[src/verilog/indirect_mac_map.svh]
// address width, register offsets, field positions, reset values and unmapped read value of the indirect mac port
`ifndef INDIRECT_MAC_MAP_SVH
`define INDIRECT_MAC_MAP_SVH

// host port address width
`define HOST_ADDR_WIDTH 9

// register offsets on the host port
`define OFS_READ_ADDR_LOW   9'h140
`define OFS_READ_ADDR_HIGH  9'h141
`define OFS_READ_DATA_BYTE0 9'h142
`define OFS_READ_DATA_BYTE1 9'h143
`define OFS_READ_DATA_BYTE2 9'h144
`define OFS_READ_DATA_BYTE3 9'h145
`define OFS_WRITE_DATA_BYTE0 9'h146
`define OFS_WRITE_DATA_BYTE1 9'h147
`define OFS_WRITE_DATA_BYTE2 9'h148
`define OFS_WRITE_DATA_BYTE3 9'h149
`define OFS_WRITE_ADDR_LOW  9'h14A
`define OFS_WRITE_ADDR_HIGH 9'h14B
`define OFS_COMMAND         9'h14C

// command register fields
`define CMD_PENDING_BIT   0
`define CMD_DIRECTION_BIT 1

// reset values
`define BYTE_RESET 8'h00
`define WORD_RESET 32'h0000_0000
`define ADDR_RESET 16'h0000

// value that an unmapped address reads
`define UNMAPPED_READ 8'h00

`endif

[src/verilog/indirect_mac_pkg.sv]
// types shared by the indirect mac access port
package indirect_mac_pkg;

    // request towards the mac register bank
    typedef struct packed {
        logic        req;
        logic        write;
        logic [15:0] addr;
        logic [31:0] wdata;
    } mac_request_type;

    // answer from the mac register bank
    typedef struct packed {
        logic        ack;
        logic [31:0] rdata;
    } mac_response_type;

    // sequencer states
    typedef enum logic [1:0] {
        SEQ_IDLE   = 2'b00,
        SEQ_WAIT   = 2'b01,
        SEQ_FINISH = 2'b10
    } seq_state_type;

endpackage : indirect_mac_pkg

[src/verilog/indirect_mac_register_access.sv]
// host register file and bridge for indirect access to the mac register bank
`include "indirect_mac_map.svh"

module indirect_mac_register_access
    import indirect_mac_pkg::*;
#(
    parameter int ADDR_WIDTH = `HOST_ADDR_WIDTH
)
(
    // clock and reset
    input  wire logic                  clk,
    input  wire logic                  rst,
    // host processor port
    input  wire logic [ADDR_WIDTH-1:0] host_addr,
    input  wire logic                  host_wr,
    input  wire logic                  host_rd,
    input  wire logic [7:0]            host_wdata,
    output logic      [7:0]            host_rdata,
    // mac register bank
    output mac_request_type            mac_request,
    input  wire mac_response_type      mac_response
);

    // host visible byte registers
    logic [15:0] read_addr_reg;
    logic [15:0] read_addr_next;
    logic [15:0] write_addr_reg;
    logic [15:0] write_addr_next;
    logic [31:0] read_word_reg;
    logic [31:0] read_word_next;
    logic [31:0] write_word_reg;
    logic [31:0] write_word_next;
    logic        direction_reg;
    logic        direction_next;
    logic        pending_reg;
    logic        pending_next;
    logic [7:0]  host_rdata_reg;
    logic [7:0]  host_rdata_next;

    // latched request fields, frozen for the whole access
    logic        req_write_reg;
    logic        req_write_next;
    logic [15:0] req_addr_reg;
    logic [15:0] req_addr_next;
    logic [31:0] req_wdata_reg;
    logic [31:0] req_wdata_next;

    // sequencer outputs
    logic        seq_req;
    logic        seq_load;
    logic        seq_done;

    // byte lanes of the read and write words
    logic [3:0]  write_lane_strobe;
    logic [7:0]  read_word_lane  [4];
    logic [7:0]  write_word_lane [4];

    wire sel_read_addr_low   = host_addr == `OFS_READ_ADDR_LOW;
    wire sel_read_addr_high  = host_addr == `OFS_READ_ADDR_HIGH;
    wire sel_read_data_byte0 = host_addr == `OFS_READ_DATA_BYTE0;
    wire sel_read_data_byte1 = host_addr == `OFS_READ_DATA_BYTE1;
    wire sel_read_data_byte2 = host_addr == `OFS_READ_DATA_BYTE2;
    wire sel_read_data_byte3 = host_addr == `OFS_READ_DATA_BYTE3;
    wire sel_write_data_b0   = host_addr == `OFS_WRITE_DATA_BYTE0;
    wire sel_write_data_b1   = host_addr == `OFS_WRITE_DATA_BYTE1;
    wire sel_write_data_b2   = host_addr == `OFS_WRITE_DATA_BYTE2;
    wire sel_write_data_b3   = host_addr == `OFS_WRITE_DATA_BYTE3;
    wire sel_write_addr_low  = host_addr == `OFS_WRITE_ADDR_LOW;
    wire sel_write_addr_high = host_addr == `OFS_WRITE_ADDR_HIGH;
    wire sel_command         = host_addr == `OFS_COMMAND;

    // host write strobes
    wire wr_read_addr_low   = host_wr && sel_read_addr_low;
    wire wr_read_addr_high  = host_wr && sel_read_addr_high;
    wire wr_write_data_b0   = host_wr && sel_write_data_b0;
    wire wr_write_data_b1   = host_wr && sel_write_data_b1;
    wire wr_write_data_b2   = host_wr && sel_write_data_b2;
    wire wr_write_data_b3   = host_wr && sel_write_data_b3;
    wire wr_write_addr_low  = host_wr && sel_write_addr_low;
    wire wr_write_addr_high = host_wr && sel_write_addr_high;
    wire wr_command         = host_wr && sel_command;

    // command register accepts writes only while no access runs
    wire command_idle = !pending_reg;

    // launch on a one written to the pending flag
    wire launch_request = wr_command && host_wdata[`CMD_PENDING_BIT] && command_idle;
    wire launch_is_read = host_wdata[`CMD_DIRECTION_BIT];

    assign read_addr_next[7:0]  = wr_read_addr_low  ? host_wdata : read_addr_reg[7:0];
    assign read_addr_next[15:8] = wr_read_addr_high ? host_wdata : read_addr_reg[15:8];

    // write address low and high bytes, kept apart from the read address
    assign write_addr_next[7:0]  = wr_write_addr_low  ? host_wdata : write_addr_reg[7:0];
    assign write_addr_next[15:8] = wr_write_addr_high ? host_wdata : write_addr_reg[15:8];

    // write strobes gathered by byte lane
    assign write_lane_strobe = {wr_write_data_b3, wr_write_data_b2,
                                wr_write_data_b1, wr_write_data_b0};

    // write word bytes, byte 0 in the low lane; read word split alike
    genvar lane;
    generate
        for (lane = 0; lane < 4; lane = lane + 1)
        begin : g_byte_lane
            assign write_word_next[8*lane +: 8] = write_lane_strobe[lane] ?
                                                  host_wdata : write_word_reg[8*lane +: 8];
            assign read_word_lane[lane]         = read_word_reg[8*lane +: 8];
            assign write_word_lane[lane]        = write_word_reg[8*lane +: 8];
        end
    endgenerate

    // capture on the acknowledge, two cycles before the pending flag clears
    wire read_capture = seq_load && !req_write_reg;

    // read word captured from the mac on the read acknowledge
    assign read_word_next = read_capture ? mac_response.rdata : read_word_reg;

    // direction bit is host writable only while no access runs
    assign direction_next = (wr_command && command_idle) ?
                            host_wdata[`CMD_DIRECTION_BIT] : direction_reg;

    // pending flag: set by launch, cleared by completion
    assign pending_next = launch_request ? 1'b1 :
                          seq_done       ? 1'b0 : pending_reg;

    // address choice follows the launched direction
    assign req_addr_next  = launch_request ? (launch_is_read ? read_addr_reg : write_addr_reg)
                                           : req_addr_reg;
    // write address never used by a read
    assign req_write_next = launch_request ? !launch_is_read : req_write_reg;
    assign req_wdata_next = launch_request ? write_word_reg : req_wdata_reg;

    // command register as the host reads it
    wire [7:0] command_view = {6'h00, direction_reg, pending_reg};

    // host read multiplexer; unmapped addresses read as zero
    assign host_rdata_next = !host_rd             ? host_rdata_reg :
                             sel_read_addr_low    ? read_addr_reg[7:0] :
                             sel_read_addr_high   ? read_addr_reg[15:8] :
                             sel_read_data_byte0  ? read_word_lane[0] :
                             sel_read_data_byte1  ? read_word_lane[1] :
                             sel_read_data_byte2  ? read_word_lane[2] :
                             sel_read_data_byte3  ? read_word_lane[3] :
                             sel_write_data_b0    ? write_word_lane[0] :
                             sel_write_data_b1    ? write_word_lane[1] :
                             sel_write_data_b2    ? write_word_lane[2] :
                             sel_write_data_b3    ? write_word_lane[3] :
                             sel_write_addr_low   ? write_addr_reg[7:0] :
                             sel_write_addr_high  ? write_addr_reg[15:8] :
                             sel_command          ? command_view :
                                                    `UNMAPPED_READ;

    // handshake sequencer
    indirect_mac_sequencer u_sequencer (
        .clk        (clk),
        .rst        (rst),
        .launch     (launch_request),
        .mac_ack    (mac_response.ack),
        .req_reg    (seq_req),
        .load_pulse (seq_load),
        .done_reg   (seq_done)
    );

    // read address bytes clear at reset
    always_ff @(posedge clk)
    begin
        if (rst)
        begin
            read_addr_reg <= `ADDR_RESET;
        end
        else
        begin
            read_addr_reg <= read_addr_next;
        end
    end

    // write address bytes clear at reset
    always_ff @(posedge clk)
    begin
        if (rst)
        begin
            write_addr_reg <= `ADDR_RESET;
        end
        else
        begin
            write_addr_reg <= write_addr_next;
        end
    end

    always_ff @(posedge clk)
    begin
        if (rst)
        begin
            read_word_reg <= `WORD_RESET;
        end
        else
        begin
            read_word_reg <= read_word_next;
        end
    end

    always_ff @(posedge clk)
    begin
        if (rst)
        begin
            write_word_reg <= `WORD_RESET;
        end
        else
        begin
            write_word_reg <= write_word_next;
        end
    end

    // direction bit of the command register
    always_ff @(posedge clk)
    begin
        if (rst)
        begin
            direction_reg <= 1'b0;
        end
        else
        begin
            direction_reg <= direction_next;
        end
    end

    always_ff @(posedge clk)
    begin
        if (rst)
        begin
            pending_reg <= 1'b0;
        end
        else
        begin
            pending_reg <= pending_next;
        end
    end

    // host read data holds until the next read
    always_ff @(posedge clk)
    begin
        if (rst)
        begin
            host_rdata_reg <= `BYTE_RESET;
        end
        else
        begin
            host_rdata_reg <= host_rdata_next;
        end
    end

    always_ff @(posedge clk)
    begin
        if (rst)
        begin
            req_write_reg <= 1'b0;
        end
        else
        begin
            req_write_reg <= req_write_next;
        end
    end

    // address of the launched access, frozen until the next launch
    always_ff @(posedge clk)
    begin
        if (rst)
        begin
            req_addr_reg <= `ADDR_RESET;
        end
        else
        begin
            req_addr_reg <= req_addr_next;
        end
    end

    // write word frozen at launch until the mac has taken it
    always_ff @(posedge clk)
    begin
        if (rst)
        begin
            req_wdata_reg <= `WORD_RESET;
        end
        else
        begin
            req_wdata_reg <= req_wdata_next;
        end
    end

    // outputs straight from flops
    assign host_rdata        = host_rdata_reg;
    assign mac_request.req   = seq_req;
    assign mac_request.write = req_write_reg;
    assign mac_request.addr  = req_addr_reg;
    assign mac_request.wdata = req_wdata_reg;

endmodule : indirect_mac_register_access

[src/verilog/indirect_mac_sequencer.sv]
// handshake sequencer that runs one indirect mac access
module indirect_mac_sequencer
    import indirect_mac_pkg::*;
(
    // clock and reset
    input  wire logic clk,
    input  wire logic rst,
    // command side
    input  wire logic launch,
    input  wire logic mac_ack,
    // results
    output logic      req_reg,
    output logic      load_pulse,
    output logic      done_reg
);

    seq_state_type state_reg;
    seq_state_type state_next;
    logic          req_next;
    logic          done_next;

    // next state: hold the request until the mac acknowledges
    always_comb
    begin
        state_next = state_reg;
        req_next   = req_reg;
        done_next  = 1'b0;
        unique case (state_reg)
            SEQ_IDLE:
            begin
                if (launch)
                begin
                    state_next = SEQ_WAIT;
                    req_next   = 1'b1;
                end
            end
            SEQ_WAIT:
            begin
                if (mac_ack)
                begin
                    state_next = SEQ_FINISH;
                    req_next   = 1'b0;
                end
            end
            SEQ_FINISH:
            begin
                state_next = SEQ_IDLE;
                done_next  = 1'b1;
            end
            default:
            begin
                state_next = SEQ_IDLE;
                req_next   = 1'b0;
            end
        endcase
    end

    // ack in the wait state captures the read word one cycle ahead of done
    assign load_pulse = (state_reg == SEQ_WAIT) && mac_ack;

    // state registers
    always_ff @(posedge clk)
    begin
        if (rst)
        begin
            state_reg <= SEQ_IDLE;
            req_reg   <= 1'b0;
            done_reg  <= 1'b0;
        end
        else
        begin
            state_reg <= state_next;
            req_reg   <= req_next;
            done_reg  <= done_next;
        end
    end

endmodule : indirect_mac_sequencer

[config.mk]
export PLATFORM = sky130hd
export DESIGN_NAME = indirect_mac_register_access
export DESIGN_NICKNAME = d
export VERILOG_FILES = /design/src/verilog/indirect_mac_pkg.sv /design/src/verilog/indirect_mac_register_access.sv /design/src/verilog/indirect_mac_sequencer.sv
export VERILOG_INCLUDE_DIRS = /design/src /design/src/verilog
export SDC_FILE = /design/constraint.sdc
export NUM_CORES = 1
export LEC_CHECK = 0
export BUFFER_PORTS_ARGS = -buffer_cell sky130_fd_sc_hd__buf_4
export CAP_MARGIN = 15
export CORE_ASPECT_RATIO = 2
export CORE_MARGIN = 3
export CORE_UTILIZATION = 55
export DETAILED_ROUTE_END_ITERATION = 7
export PLACE_DENSITY = 0.74
export SYNTH_ARGS = -nofsm -noshare
export SYNTH_HDL_FRONTEND = slang
export SYNTH_SLANG_ARGS = --single-unit
[constraint.sdc]
create_clock -name clk -period 3.3 [get_ports clk]
set_clock_uncertainty 0.1 [all_clocks]
set_input_delay 0.33 -clock clk [delete_from_list [all_inputs] [get_ports clk]]
set_output_delay 0.33 -clock clk [all_outputs]
set_load 0.05 [all_outputs]
==> results of run 1 <==
-- final cells by class --
type                       instances  area, sq um  share of cell area
multi-input combinational        590         3570               0.421
clock inverter                    13          170              0.0201
timing repair buffer             119          906               0.107
tap                              150          188              0.0221
clock buffer                      19          443              0.0522
sequential                       159         3180               0.375
inverter                           5         18.8             0.00221
-- cell usage after synthesis (all sizes together), types with 7 or more instances --
cell and number:
nand2b 8, clkbuf 44, nand3 10, o21ai 10, dfxtp 159, mux2 7, a21oi 85, buf 30
nand2 165, a211oi 24, nor3 10, nor2 94, mux2i 80
-- power by group --
group,internal (uW),leakage [uW],switching (uW)
clock,1170,0.000298,850
sequential,1920,0.00128,3.17
combinational,86.4,0.00187,159
total,3180,0.00345,1010
-- worst paths after layout --
path | to | slack, ns | depth (start not counted)
worst max-delay path | host_rdata[0]$_SDFFE_PP0P_ | 1.0 | 6
worst min-delay path | read_word_reg[26]$_SDFFE_PP0P_ | 0.06 | 3
worst max register to register | host_rdata[0]$_SDFFE_PP0P_ | 1.39 | 4
worst min register to register | req_wdata_reg[25]$_SDFFE_PP0P_ | 0.36 | 2
-- worst register-to-register path, stage by stage, from the launching register on --
cell and delay, ns:
dfxtp_1 0.36, o21ai_0 0.09, a2111oi_0 0.74, o32ai_1 0.27, a211oi_1 0.27
-- logic make-up after synthesis --
logic type      count (synthesis)  synth area share
flops                         159             0.448
mux                            91             0.137
compound gates                171             0.157
simple gates                  328             0.209
buf+inv                        79            0.0497
-- layer usage --
layer | vias up | share of wire | GRT usage
met2 | 254 | 0.53 | 0.534
li1 | 3007 | - | -
met5 | - | 0 | 0
met3 | 71 | 0.042 | 0.0450
met1 | 3010 | 0.36 | 0.326
met4 | 0 | 0.067 | 0.178
-- stage by stage --
step | utilization | power, uW
2_1_floorplan | - | 2110
3_3_place_gp | 0.623 | 2210
3_5_place_dp | 0.623 | 2210
4_1_cts | 0.672 | 4210
5_1_grt | 0.672 | 4310
6_report | 0.672 | 4190
==> impl_metrics.ini, run 1 <==
[drt]
drcViolationCount = 0
wl_mm = 21.4
drt-initial-drc-count = 477
wl_per_cell_um = 20.3
final_antenna_net_count = 0
firstDrtPassIters = 5
avgViaCountPerCell = 6.01
vias = 6342

[final_layout]
antenna_cells = 0
final_cell_mix = nand2_1 (165), dfxtp_1 (159), buf_4 (118), nor2_1 (93), a21oi_1 (85)
final_common_cell = nand2_1
layout-drive-gt1-share = 0.196
fillers = 1087
design_area_sq_um = 8480
nNetsFinal = 946
area_growth_pct = 19.4
final_cells = 1055

[worst_setup_path]
critPathMaxFanout = 14
cpPeakStageDelay_ns = 0.83
startpoint = host_addr[5]
crit_path_start_kind = primary input
path_cells = buf_4 -> or4b_1 -> o31ai_1 -> a22oi_1 -> o32ai_1 -> a211oi_1
end_kind = flip-flop
cp.required_ns = 3.49
path_delay_family = compound AO/OA/AOI/OAI gates
path_class = in -> reg
crit_arrival_ns = 2.49
r2r-start = read_word_reg[16]$_SDFFE_PP0P_
cp.buffers_inverters = 1
critPathSlowestCell = or4b_1

[placed_design]
dpl.cell_count = 1023
place_area_sq_um = 7870
hpwl_mm = 15.9
dp_slack_ns = 0.598
globalplace.congestion = 1.03
io_buffers = 111

[floorplanning]
core_sq_um = 12600
row_count = 58
die_h_um = 167
io_pins = 112
start_util = 0.562
die_w_um = 86.3
design.die.area_sq_um = 14400

[clocking]
clk_latency_ns = 0.42
post_cts_buffers = 0
hold_buffers = 0
root_buffer = clkbuf_16
numCtsBuffers = 17
htree_num_levels = 4
ctsResizeCount = 0
cts_tree = built
clk_path_buf_depth = 2
clk_pin_slew_ns = 0.07
clock-sinks = 159

[status]
status = complete, no violations

[logic_synthesis]
synth_area_sq_um = 7100
ys_types = 64
avgSynthCellArea_sq_um = 8.58
synthTopCellsByArea = dfxtp_1 (45%), mux2i_1 (11%), nand2_1 (8.7%)
yosysTopAreaCell = dfxtp_1
synth-seq-cells = 159
synth_nets = 882
synthArstFlopShare = 0
ys_seq_area_frac = 0.448
syn_inst = 828
ys_warn_count = 0
synth_edf_count = 0
synth_ff_type = dfxtp_1
yosysTopAreaCellShare = 0.448

[timing]
worst_pin_slew_ns = 1.05
fin_ws_ns = 0.999
fmax_mhz = 435
rsz0062_at_grt = no
relSlewSlack = 0.300
hold_viol_final = 0
setup_viol = 0
period_needed_ns = 2.30
hold-worst-slack_ns = 0.0555
period_share = 0.697
tns_ns = 0
drv_slew = 0

[global_routing]
grtUsageTotal = 0.301
grt_max_degree = 69
grt_pass1_vias = 6398
overflow = 0
antenna_found_initial = 0
grt_pass1_wl_mm = 33.5

[power]
peakVddDrop_mv = 0.471
p_per_area_nw_per_um2 = 494
p_leak_uw = 0.00345

[hold_path]
hp-class = in -> reg
hold_path_startpoint = mac_response[26]

[run]
cap_violations = 0
Note: power is estimated with default switching activity, not from simulation.
==> inputs of run 2 (changes only) <==
ABC_AREA = 1   (was default)
clock period = 2.3 ns   (was 3.3 ns; I/O delays follow)
==> run 2 against run 1 <==
Compared with the run above: register-to-register slack got worse by 0.71 ns; setup slack lost 0.39 ns; critical path depth rose by 5; critical path type unchanged; highest routed layer unchanged.
==> impl_metrics.ini, run 2 <==
[timing]
relSlewSlack = 0.606
worst_pin_slew_ns = 0.587
setup_viol = 0
rsz0062_at_grt = no
hold_viol_final = 0
period_share = 0.734
period_needed_ns = 1.69
tns_ns = 0
drv_slew = 0
fmax_mhz = 592

[floorplanning]
die_w_um = 83.7
die_h_um = 161
row_count = 56
start_util = 0.564
core_sq_um = 11800
design.die.area_sq_um = 13500
io_pins = 112

[logic_synthesis]
synth_most_common_cell = dfxtp_1
syn_inst = 910
synth_area_sq_um = 6640
synth-seq-cells = 159
yosysTopAreaCell = dfxtp_1
synth_common_cells = dfxtp_1 (159), o21ai_0 (144), nand2_1 (122), nor2_1 (122), a21oi_1 (112)
ys_warn_count = 0
synthXorXnorAreaFrac = 0
synthArstFlopShare = 0
synth_ff_type = dfxtp_1
synth_compound_area_frac = 0.220
synth-simple-area-share = 0.209
synth_top_family_by_area = compound AO/OA/AOI/OAI gates
avgSynthCellArea_sq_um = 7.30
yosysTopAreaCellShare = 0.479
synth_nets = 964
synth_fa_ha_area_frac = 0
synthTopCellsByArea = dfxtp_1 (48%), o21ai_0 (11%), a21oi_1 (8.4%)
ys_types = 27
synthMuxAreaShare = 0
synth_edf_count = 0
ys_seq_area_frac = 0.479

[power]
peakVddDrop_mv = 0.573
p_leak_uw = 0.00349
p_per_area_nw_per_um2 = 689
total_power_uw = 5850

[worst_setup_path]
cp.required_ns = 2.55
crit_arrival_ns = 1.94
crit_path_start_kind = primary input
ff2ff_path_depth = 10
end_kind = flip-flop
path_class = in -> reg
critPathMaxFanout = 84
rr_endpoint = host_rdata[4]$_SDFFE_PP0P_
worst-r2r-setup-slack_ns = 0.68
r2r-start = write_word_reg[28]$_SDFFE_PP0P_

[clocking]
clock-sinks = 159
htree_num_levels = 4
post_cts_buffers = 0
ctsResizeCount = 0
clk_latency_ns = 0.43
clk_pin_slew_ns = 0.07
root_buffer = clkbuf_16
numCtsBuffers = 17
clk_path_buf_depth = 2
cts_tree = built

[drt]
drcViolationCount = 0
avgViaCountPerCell = 5.49
wl_per_cell_um = 17.5
firstDrtPassIters = 6
wl_mm = 21.0
final_antenna_net_count = 0
vias = 6581
drt-initial-drc-count = 509

[global_routing]
grt_max_degree = 139
grt_pass1_wl_mm = 33.5
grtUsageTotal = 0.318
grt_pass1_vias = 6484
overflow = 0
antenna_found_initial = 0

[status]
status = complete, no violations

[final_layout]
fillers = 989
layout-drive-gt1-share = 0.173
nNetsFinal = 1094
final_util = 0.721
antenna_cells = 0
final_common_cell = dfxtp_1
design_area_sq_um = 8490
area_growth_pct = 27.8
final_cell_mix = dfxtp_1 (159), o21ai_0 (144), buf_4 (129), nand2_1 (122), nor2_1 (122)

[placed_design]
io_buffers = 111
place_area_sq_um = 7590
hpwl_mm = 14.8
globalplace.congestion = 0.944

[hold_path]
hold_path_startpoint = mac_response[14]
min_to = read_word_reg[14]$_SDFFE_PP0P_
hp-class = in -> reg
hold_depth = 3

[run]
cap_violations = 0
run 2: changes by cell type in the layout (fill, tap and decap cells not counted), sizes merged, moves of 32 or more:
cell	previous run	this run
dlygate4sd3	0	32
mux2i	80	0
o21ai	10	144
inv	12	100
nor2	94	132
nand2	165	123
run 2: logic make-up (layout without fill, tap and decap cells):
kind of cell | after synthesis | after routing
AO/OA/AOI/OAI | 283 | 283
buffers and inverters | 149 | 292
flip-flops | 159 | 159
AND/OR/NAND/NOR | 319 | 319
run 2: per-stage QoR:
| step | hold slack, ns | setup slack [ns] | cells |
|---|---|---|---|
| 2_1_floorplan | 0.265 | 0.686 | 910 |
| 3_3_place_gp | 0.343 | 0.180 | 1134 |
| 3_5_place_dp | 0.345 | 0.185 | 1134 |
| 4_1_cts | 0.000300 | 0.623 | 1198 |
| 5_1_grt | 0.0393 | 0.393 | 1198 |
| 6_report | 0.0165 | 0.611 | 1198 |
run 2: area by class of cell:
class                           instances  area (sq um)  share of cell area
Tap cell                              145           181              0.0214
Timing Repair Buffer                  163          1330               0.156
Clock buffer                           20           457              0.0538
Clock inverter                         12           125              0.0147
Sequential cell                       159          3180               0.375
Inverter                               97           364              0.0429
Multi-Input combinational cell        602          2850               0.336
run 2: worst max-delay path by stage:
stage                 startpoint                            end  slack [ns]  cells past startpoint
global placement    host_addr[7]     host_rdata[2]$_SDFFE_PP0P_        0.18                     17
detailed placement  host_addr[4]  req_addr_reg[14]$_SDFFE_PP0P_        0.19                     11
global route        host_addr[4]     host_rdata[2]$_SDFFE_PP0P_        0.39                     16
floorplan           host_addr[7]     host_rdata[2]$_SDFFE_PP0P_        0.69                     12
finish              host_addr[4]  req_addr_reg[14]$_SDFFE_PP0P_        0.61                     11
CTS                 host_addr[7]     host_rdata[0]$_SDFFE_PP0P_        0.62                     15
run 2: repair_timing:
item / 4_1_cts / 5_1_grt
setup endpoints to repair: 0 / 0
hold buffers: 32 / 0
endpoints found under the hold margin: 33 / 0
run 2: per-layer routing:
| metal | wire length (um) | up-vias | global-route usage | share of wire |
|---|---|---|---|---|
| met5 | 0 | - | 0 | 0 |
| met4 | 1440 | 0 | 0.212 | 0.068 |
| met3 | 929 | 80 | 0.0505 | 0.044 |
| met2 | 10900 | 239 | 0.573 | 0.52 |
| met1 | 7780 | 2987 | 0.335 | 0.37 |
| li1 | - | 3275 | - | - |
run 2: report_power, final:
part / switching [uW] / leakage (uW) / total (uW) / internal [uW]
Sequential: 2.63 / 0.00128 / 2760 / 2760
Combinational: 180 / 0.00194 / 308 / 128
Clock: 1210 / 0.000270 / 2780 / 1570
Total: 1390 / 0.00349 / 5850 / 4460
run 2: worst max-delay path, cell delays in order:
cell and delay (ns):
buf_4 0.11, nor2_1 0.23, nand2_2 0.16, nor2_4 0.15, nand3_1 0.10, nor2_2 0.15, inv_2 0.06, nor2_4 0.12
buf_12 0.27, o21ai_0 0.15, a31oi_1 0.17
